[config.mk]
export PLATFORM = sky130hd
export DESIGN_NAME = pflc_power_fail_lockout_control
export DESIGN_NICKNAME = d
export VERILOG_FILES = /design/src/shared/pflc_pkg.sv /design/src/pflc_tick.sv /design/src/pflc_power_fail_lockout_control.sv
export SDC_FILE = /design/constraint.sdc
export NUM_CORES = 1
export LEC_CHECK = 0
export BUFFER_PORTS_ARGS = -buffer_cell sky130_fd_sc_hd__buf_2
export CORE_MARGIN = 2
export CORE_UTILIZATION = 40
export CTS_CLUSTER_SIZE = 10
export DETAILED_ROUTE_END_ITERATION = 16
export GPL_TIMING_DRIVEN = 0
export RECOVER_POWER = 25
export SYNTH_ARGS = -nofsm -noshare
export SYNTH_HDL_FRONTEND = slang
export SYNTH_SLANG_ARGS = --single-unit
export TNS_END_PERCENT = 20
[constraint.sdc]
create_clock -name mclk -period 3.55 [get_ports mclk]
set_input_delay 0.5325 -clock mclk [delete_from_list [all_inputs] [get_ports mclk]]
set_output_delay 0.5325 -clock mclk [all_outputs]
set_load 0.005 [all_outputs]
[src/shared/pflc_pkg.sv]
// package: constants and carrier types for the power-fail lockout control
package pflc_pkg;

	localparam int          CLK_HZ           = 40_000_000;
	localparam int          TICK_NS          = 1000;
	localparam int          TICK_CYC         = TICK_NS / (1_000_000_000 / CLK_HZ);
	localparam int          DEBOUNCE_MIN_US  = 30;
	localparam int          DEBOUNCE_MAX_US  = 63;
	localparam int          DEBOUNCE_TICKS   = 31;
	localparam int          SAFETY_US        = 30;
	localparam int          SAFETY_TICKS     = SAFETY_US + 1;
	localparam int          DELAY_US         = 480;
	localparam int          DELAY_TICKS      = DELAY_US;
	localparam int          CNT_W            = 9;
	localparam int          TICK_W           = 6;

	localparam logic        RST_OSC_FAIL     = 1'b1;
	localparam logic        RST_RTC_START    = 1'b0;
	localparam logic        RST_TIME_SAVE_EN = 1'b0;

	typedef enum logic [1:0] {
		ST_RUN    = 2'b00,
		ST_FAILDB = 2'b01,
		ST_LOCKED = 2'b11,
		ST_RISEDB = 2'b10
	} pflc_state_type;

	typedef struct packed {
		logic cs_n;
		logic rd_n;
		logic wr_n;
	} pflc_host_type;

	typedef struct packed {
		logic pf_int_en;
		logic delay_en;
		logic timer_pf_op;
		logic int_pf_op;
		logic single_supply;
	} pflc_cfg_type;

	typedef struct packed {
		logic power_failing;
		logic locked_out;
		logic standby;
		logic osc_fail;
		logic rtc_start;
		logic low_battery;
		logic time_save_en;
		logic save_copy;
		logic timers_run;
		logic ints_run;
		logic outputs_od;
		logic batt_ref_on;
	} pflc_stat_type;

endpackage : pflc_pkg

[src/pflc_tick.sv]
// oscillator-derived 1 us periodic tick generator
`timescale 1ns/1ps
module pflc_tick
	import pflc_pkg::*;
#(
	parameter int DIV = TICK_CYC
) (
	// clock and reset
	input  wire logic mclk,
	input  wire logic arst_n,
	// tick out
	output logic      tick
);
	typedef struct packed {
		logic [TICK_W-1:0] cnt;
		logic              tick;
	} pflc_tick_state_type;

	pflc_tick_state_type r;
	pflc_tick_state_type next_r;

	always_comb begin
		next_r = r;
		next_r.tick = 1'b0;
		if (r.cnt == TICK_W'(DIV - 1)) begin
			next_r.cnt = '0;
			next_r.tick = 1'b1;
		end else begin
			next_r.cnt = r.cnt + 1'b1;
		end
	end

	always_ff @(posedge mclk or negedge arst_n) begin
		if (!arst_n) begin
			r <= '0;
		end else begin
			r <= next_r;
		end
	end

	assign tick = r.tick;
endmodule : pflc_tick

[src/pflc_power_fail_lockout_control.sv]
// power-fail supervision, bus lockout, supply status and time-save control
//
// Summary of operation
// - low power_fail_n counts as failure only after 30-63 us debounce
// - debounce expiry raises power-failing, plus a power-fail interrupt event when enabled on main supply
// - without delay option, bus isolated 30-63 us after power_fail_n low
// - lockout-delay enable bit postpones lockout; device honours it
// - strobe held over 30 us after failure while selected forces lockout
// - with delay enabled, bus stays usable 480 us then locks out
// - clearing delay enable in the window locks out immediately
// - supply switchover follows supply comparator only, not power_fail_n
// - locked or standby: host pins ignored; outputs open drain in standby
// - two mode bits choose whether timers and interrupts run after failure
// - stays locked while input low; unlock after 30-63 us high debounce
// - masked interrupt still locks out but issues no external interrupt
// - first power-up sets oscillator-fail and clears clock start
// - oscillator-fail stays set until clock started, then clears
// - write of 0 to flag bit leaves oscillator-fail unchanged; write of 1 sets it
// - low-battery set only on main supply with battery comparator low
// - interrupt enable low disables power-fail interrupt and low-battery detection
// - time-save enable set copies live clock into save storage
// - time-save enable cleared on battery switch or software write
// - single-supply bit disables oscillator battery reference
// - power-fail interrupt reaches output only when enabled
// - power-fail status follows failure signal, clears on restore only
// - lockout held off while selected with a strobe, until the safety limit
`timescale 1ns/1ps
module pflc_power_fail_lockout_control
	import pflc_pkg::*;
#(
	parameter int DB_TICKS    = DEBOUNCE_TICKS,
	parameter int SAFE_TICKS  = SAFETY_TICKS,
	parameter int DLY_TICKS   = DELAY_TICKS
) (
	// clock and reset
	input  wire logic          mclk,
	input  wire logic          arst_n,
	// supply and comparator inputs
	input  wire logic          power_fail_n,
	input  wire logic          vcc_below_battery,
	input  wire logic          battery_low_cmp,
	// host bus strobes and data enable request
	input  pflc_host_type      host,
	input  wire logic          host_data_oe_req,
	// software control bits
	input  pflc_cfg_type       cfg,
	input  wire logic          rtc_start_set,
	input  wire logic          rtc_start_clr,
	input  wire logic          osc_flag_wr,
	input  wire logic          osc_flag_wdata,
	input  wire logic          time_save_set,
	input  wire logic          time_save_clr,
	// gated host bus
	output logic               host_cs_act,
	output logic               host_rd_act,
	output logic               host_wr_act,
	output logic               host_data_oe,
	// interrupt and status
	output logic               pf_irq,
	output logic               pf_event,
	output pflc_stat_type      stat
);
	typedef struct packed {
		pflc_state_type      st;
		logic [CNT_W-1:0]    cnt;
		logic [CNT_W-1:0]    dly;
		logic [5:0]          safe;
		logic                dly_run;
		logic                failing;
		logic                locked;
		logic                pf_irq;
		logic                pf_event;
		logic                cs_act;
		logic                rd_act;
		logic                wr_act;
		logic                d_oe;
		pflc_stat_type       stat;
	} pflc_core_type;

	pflc_core_type r;
	pflc_core_type next_r;
	logic          tick;

	////////////////////////////////////////////////////////////////////////
	pflc_tick u_tick (
		.mclk   (mclk),
		.arst_n (arst_n),
		.tick   (tick)
	);

	function automatic logic strobe_on(input pflc_host_type h);
		strobe_on = !h.cs_n && (!h.rd_n || !h.wr_n);
	endfunction : strobe_on

	// both debounce directions share one length
	function automatic logic db_expired(input logic [CNT_W-1:0] c);
		db_expired = (c == CNT_W'(DB_TICKS));
	endfunction : db_expired

	////////////////////////////////////////////////////////////////////////
	always_comb begin
		logic detect_on;
		logic in_access;
		logic fail_now;
		logic lock_now;
		// live supply input, so status never lags a switch to standby
		detect_on = cfg.pf_int_en && !vcc_below_battery;
		in_access = strobe_on(host);
		fail_now  = 1'b0;
		lock_now  = r.locked;
		next_r    = r;
		next_r.pf_event = 1'b0;

		// input debounce in both directions
		case (r.st)
			ST_RUN: begin
				next_r.cnt = '0;
				if (!power_fail_n) begin
					next_r.st = ST_FAILDB;
				end
			end
			ST_FAILDB: begin
				if (power_fail_n) begin
					next_r.st = ST_RUN;
				end else if (tick) begin
					if (db_expired(r.cnt)) begin
						next_r.st = ST_LOCKED;
						fail_now  = 1'b1;
					end else begin
						next_r.cnt = r.cnt + 1'b1;
					end
				end
			end
			ST_LOCKED: begin
				next_r.cnt = '0;
				if (power_fail_n) begin
					next_r.st = ST_RISEDB;
				end
			end
			ST_RISEDB: begin
				if (!power_fail_n) begin
					next_r.st = ST_LOCKED;
				end else if (tick) begin
					if (db_expired(r.cnt)) begin
						next_r.st = ST_RUN;
					end else begin
						next_r.cnt = r.cnt + 1'b1;
					end
				end
			end
			default: begin
				next_r.st = ST_RUN;
			end
		endcase

		// power-failing indication and event
		if (fail_now) begin
			next_r.failing  = 1'b1;
			next_r.pf_event = detect_on;
			next_r.dly_run  = cfg.delay_en;
			next_r.dly      = '0;
			next_r.safe     = '0;
		end
		if (next_r.st == ST_RUN && r.st == ST_RISEDB) begin
			next_r.failing = 1'b0;
			next_r.dly_run = 1'b0;
			lock_now       = 1'b0;
		end

		// lockout decision, held off during an ordinary access
		// a restore in this cycle must not lock the bus again
		if (r.failing && next_r.failing && !r.locked) begin
			if (r.dly_run) begin
				if (!cfg.delay_en) begin
					next_r.dly_run = 1'b0;
				end else if (tick) begin
					next_r.dly = r.dly + 1'b1;
					if (r.dly == CNT_W'(DLY_TICKS - 1)) begin
						next_r.dly_run = 1'b0;
					end
				end
			end
			if (in_access && tick && r.safe != 6'(SAFE_TICKS)) begin
				next_r.safe = r.safe + 1'b1;
			end else if (!in_access) begin
				next_r.safe = '0;
			end
			if (!r.dly_run && !in_access) begin
				lock_now = 1'b1;
			end
			if (r.safe == 6'(SAFE_TICKS)) begin
				lock_now = 1'b1;
			end
		end
		next_r.locked = lock_now;

		// supply switchover and pin isolation
		next_r.stat.standby    = vcc_below_battery;
		next_r.stat.outputs_od = vcc_below_battery;
		next_r.cs_act = !host.cs_n && !lock_now && !vcc_below_battery;
		next_r.rd_act = next_r.cs_act && !host.rd_n;
		next_r.wr_act = next_r.cs_act && !host.wr_n;
		next_r.d_oe   = next_r.rd_act && host_data_oe_req;

		// interrupt routing
		next_r.pf_irq = next_r.failing && detect_on;

		// operation after failure
		next_r.stat.timers_run = !next_r.failing || cfg.timer_pf_op;
		next_r.stat.ints_run   = !next_r.failing || cfg.int_pf_op;

		// oscillator fail and clock start
		if (rtc_start_clr) begin
			next_r.stat.rtc_start = 1'b0;
		end
		if (rtc_start_set) begin
			next_r.stat.rtc_start = 1'b1;
			next_r.stat.osc_fail  = 1'b0;
		end else if (osc_flag_wr && osc_flag_wdata) begin
			next_r.stat.osc_fail = 1'b1;
		end
		next_r.stat.batt_ref_on = !cfg.single_supply;

		// low battery, main supply only
		next_r.stat.low_battery = detect_on && battery_low_cmp;

		// time save
		if (time_save_set) begin
			next_r.stat.time_save_en = 1'b1;
		end
		if (time_save_clr || (vcc_below_battery && !r.stat.standby)) begin
			next_r.stat.time_save_en = 1'b0;
		end
		next_r.stat.save_copy = next_r.stat.time_save_en;

		next_r.stat.power_failing = next_r.failing;
		next_r.stat.locked_out    = lock_now || vcc_below_battery;
	end

	////////////////////////////////////////////////////////////////////////
	always_ff @(posedge mclk or negedge arst_n) begin
		if (!arst_n) begin
			r                   <= '0;
			r.st                <= ST_RUN;
			r.stat.osc_fail     <= RST_OSC_FAIL;
			r.stat.rtc_start    <= RST_RTC_START;
			r.stat.time_save_en <= RST_TIME_SAVE_EN;
			r.stat.timers_run   <= 1'b1;
			r.stat.ints_run     <= 1'b1;
			r.stat.batt_ref_on  <= 1'b1;
		end else begin
			r <= next_r;
		end
	end

	assign host_cs_act  = r.cs_act;
	assign host_rd_act  = r.rd_act;
	assign host_wr_act  = r.wr_act;
	assign host_data_oe = r.d_oe;
	assign pf_irq       = r.pf_irq;
	assign pf_event     = r.pf_event;
	assign stat         = r.stat;
endmodule : pflc_power_fail_lockout_control

==> impl_results.md <==
* Primary flip-flop cell chosen by synthesis mapping: sky130_fd_sc_hd__dfrtp_1
* Antenna viol nets, final at 0
* Share of cell area taken by muxes after synthesis at 1.89%
* Synth top area cells: sky130_fd_sc_hd__dfrtp_1, sky130_fd_sc_hd__dfstp_2, sky130_fd_sc_hd__nand2_1, sky130_fd_sc_hd__buf_4, sky130_fd_sc_hd__a21oi_1
* Share of final-layout standard cells stronger than drive strength 1 at 25.1%
* Worst r2r dst: r[29]$_DFF_PN0_
* CTS tree: yes
* Max rail drop VDD at 0.000189 V
* Critical path startpoint: r[36]$_DFFE_PN0P_
* Final Routed Wirelength at 5.39 mm
* Worst hold path class: input port to flip-flop
* Max-slew violation count at 0
* Nature of the critical path startpoint: flip-flop
* DRC errors left at 0
* Worst path depth at 5
* Area occupied by multi-input gates at 0.00120 mm²
* Syn Nets at 278
* Maximum clock path buffer count at 2
* FP Rows at 29
* Number of different library cells in the post-synthesis netlist at 58
* Length of the first detailed-routing pass in iterations at 4
* Antenna cells at 0
* Number of buffers created by CTS at 5
* Pwr/cell area at 339 mW/mm²
* Simple-gate share of the synthesized area at 24.2%
* Routed len/inst at 14.3 µm
* Worst setup path end: r[29]$_DFF_PN0_
* Gate family responsible for the most delay along the worst path: compound AO/OA/AOI/OAI gates
* Endpoint class of the critical path: flip-flop
* Crit path max-delay cell type: sky130_fd_sc_hd__dfrtp_1
* Area of placed instances at 0.00292 mm²
* Maximum frequency from static timing analysis at 0.520 GHz
* Starting utilization of the core area at 41.4%
* Vias in the first global route at 1962
* Area of all placed cells without fillers at 0.00301 mm²
* Post-layout minimum cycle time at 1.92 ns
* Floorplan die width at 85.3 µm
* Synthesized instance count at 254
* Arithmetic-cell share of the synthesized area counting full adders, half adders and majority gates at 1.89%
* Delay of the slowest critical-path stage at 0.42 ns
* Synth cell count leaders: sky130_fd_sc_hd__dfrtp_1, sky130_fd_sc_hd__nand2_1, sky130_fd_sc_hd__buf_4
* # clock sinks at 51
* Register bit count reported by yosys at 51
* Number of nets at the end of the flow at 322
* Netlist Area Pre-Place at 0.00264 mm²
* Buffer cell driving the clock tree root: sky130_fd_sc_hd__clkbuf_8
* Largest net degree at the start of global routing at 52
* Remaining Overflow, GRT at 0
* Estimated wirelength of the detail-placed design at 3.85 mm
* Crit path arrival time at 2.09 ns
* Reg-to-reg setup timing slack at 1.63 ns
* Number of warning messages in the yosys log at 0
* Xor-xnor portion of the synthesized cell area at 1.66%
* Most common cell in the synthesized netlist: sky130_fd_sc_hd__dfrtp_1
* Setup TNS after final layout at 0 ns
* Number of hold violations in the final report at 0
* GRT Util Overall at 15.4%
* Crit path cell chain: ha_1 -> and4bb_4 -> a41o_1 -> o21ai_0 -> o221ai_1
* Number of setup violations in the final report at 0
* Unrepaired setup endpoints after global routing: false
* Buf/Inv on CP at 0
* Reg area at 0.00128 mm²
* CTS-repair resized insts at 0
* # H-tree levels at 2
* Slew margin rel. at 25.1%
* Floorplan die area at 0.00727 mm²
* Type of the worst setup path: flip-flop to flip-flop
* Power consumption at 1.02 mW
* Cell type contributing the most total cell area after synthesis: sky130_fd_sc_hd__dfrtp_1
* Port Buffers at 37
* CP required at 3.72 ns
* Share of Yosys cell area claimed by the top area cell type at 44.5%
* Setup Skew at 0.00649 ns
* Main combinational cell family by area after synthesis: simple AND/OR/NAND/NOR gates
* Static leakage at 1.40 nW
* Wire length of the first global-routing pass at 9.04 mm
* Number of synthesized flops with an enable pin at 0
* Slew at the pin closest to its max-slew limit at 1.12 ns
* Routability congestion estimate from global placement at 0.784
* Number of vias per cell at 5.30
* Synthesized area divided by synthesized cell count at 10.4 µm²
* Cts-stage hold buffer count at 0
* Die span in y at 85.3 µm
* Portion of the post-synthesis area used by sequential elements at 48.5%
* Number of cells on the worst reg-to-reg path at 5
* Area delta synth->final at 14.0%
* Fraction of registers with async set or reset after synthesis at 100%
* Total of fill cells in the finished design at 622
* Clock network latency to the later pin of the worst-skew pair at 0.31 ns
* Post-synthesis compound-gate area fraction at 15.9%
* Worst Path Max Fanout at 6
* Post-route clock period utilization at 54.1%
* Run status: complete, no violations
* Initial DRC count at 51
* Ports at 38
* Max-capacitance violation count at 0
* Area of the core at 0.00639 mm²
* CTS clk-pin slew, worst paths at 0.10 ns
* Total number of vias at 1993
* Worst reg2reg path startpoint: r[36]$_DFFE_PN0P_
* Postcts setup bufs at 0
* Initial antenna violation count at 0
## flip-flops by register name (all words and copies together), names as in the netlist
register	flops
stat	10
host_wr_act	1
host_rd_act	1
pf_event	1
host_cs_act	1
host_data_oe	1
u_tick.r	6
r	28
u_tick.tick	1
pf_irq	1
## cells by family (layout without fill, tap and decap cells)
family / count (synthesis) / count (layout)
muxes: 5 / 5
and+or+nand+nor: 104 / 104
xor gates and xnor gates: 5 / 5
AOI/OAI and AO/OA: 58 / 58
adders and majority gates: 4 / 4
DFF: 51 / 51
buffers and inverters: 27 / 72
## power by group
| group | switching (mW) | leakage (nW) | internal (mW) |
|---|---|---|---|
| clock network | 0.210 | 0.0408 | 0.141 |
| registers | 0.00766 | 0.650 | 0.592 |
| logic | 0.0384 | 0.711 | 0.0324 |
## per-layer routing
| metal | vias up | routed length [µm] | GRT usage [%] |
|---|---|---|---|
| met5 | - | 0 | 0 |
| met4 | 0 | 53 | 4.33 |
| met3 | 5 | 121 | 3.11 |
| met2 | 20 | 2640 | 26.2 |
| met1 | 961 | 2580 | 19.9 |
| li1 | 1007 | - | - |
## through the flow
step	hold slack [ns]	setup slack, ns	std cells	util (%)
final	0.315	1.63	376	47.2
after global routing	0.318	1.48	376	47.2
after CTS	0.303	1.59	376	47.2
after detailed placement	0.449	1.53	368	45.8
after global placement	0.447	1.57	368	45.8
after floorplan	0.237	1.85	254	-
## how the worst min path moves through the flow
stage | startpoint | endpoint | cells after the start
after global placement | u_tick.r[1]$_DFF_PN0_ | u_tick.r[1]$_DFF_PN0_ | 1
after global routing | cfg[0] | stat[0]$_DFF_PN1_ | 2
after CTS | cfg[0] | stat[0]$_DFF_PN1_ | 2
final | cfg[0] | stat[0]$_DFF_PN1_ | 2
after detailed placement | u_tick.r[1]$_DFF_PN0_ | u_tick.r[1]$_DFF_PN0_ | 1
after floorplan | arst_n | host_cs_act$_DFF_PN0_ | 0
## worst register-to-register path: cells and delay by family, from the launching register on
family / cells / cell delay (ns)
DFF: 1 / 0.42
adders and majority gates: 1 / 0.25
AOI/OAI and AO/OA: 3 / 0.86
and+or+nand+nor: 1 / 0.24
## cell usage in the layout (no fill, tap or decap), types with 3 or more instances in the layout
cell                       instances
sky130_fd_sc_hd__nor2b_1           5
sky130_fd_sc_hd__nand4_1           3
sky130_fd_sc_hd__nor3_1            4
sky130_fd_sc_hd__a21oi_1          11
sky130_fd_sc_hd__o21ai_0          11
sky130_fd_sc_hd__a221o_1           3
sky130_fd_sc_hd__buf_2            36
sky130_fd_sc_hd__o221ai_1          4
sky130_fd_sc_hd__or3_1             3
sky130_fd_sc_hd__ha_1              4
sky130_fd_sc_hd__a21o_1            4
sky130_fd_sc_hd__inv_1            11
sky130_fd_sc_hd__nor2_1           11
sky130_fd_sc_hd__o22ai_1           3
sky130_fd_sc_hd__and4_1            3
sky130_fd_sc_hd__clkbuf_1          4
sky130_fd_sc_hd__dfstp_2           3
sky130_fd_sc_hd__and2_1            4
sky130_fd_sc_hd__buf_4            12
sky130_fd_sc_hd__o21a_1            3
sky130_fd_sc_hd__xnor2_1           3
sky130_fd_sc_hd__mux2i_1           5
sky130_fd_sc_hd__and3_1            5
sky130_fd_sc_hd__nand2_1          27
sky130_fd_sc_hd__nand3_1           8
sky130_fd_sc_hd__dfrtp_1          47
sky130_fd_sc_hd__nand2b_1          8
sky130_fd_sc_hd__o211ai_1          4
sky130_fd_sc_hd__clkbuf_8          5
sky130_fd_sc_hd__or4_1             4
## final cells by class
type / instances / area share [%]
Tap cell: 77 / 3.20
Sequential cell: 51 / 42.5
Multi-Input combinational cell: 176 / 40.0
Inverter: 11 / 1.37
Buffer: 16 / 3.82
Clock inverter: 3 / 0.789
Clock buffer: 5 / 2.29
Timing Repair Buffer: 37 / 6.02
Power figures use the tool's default switching activity.
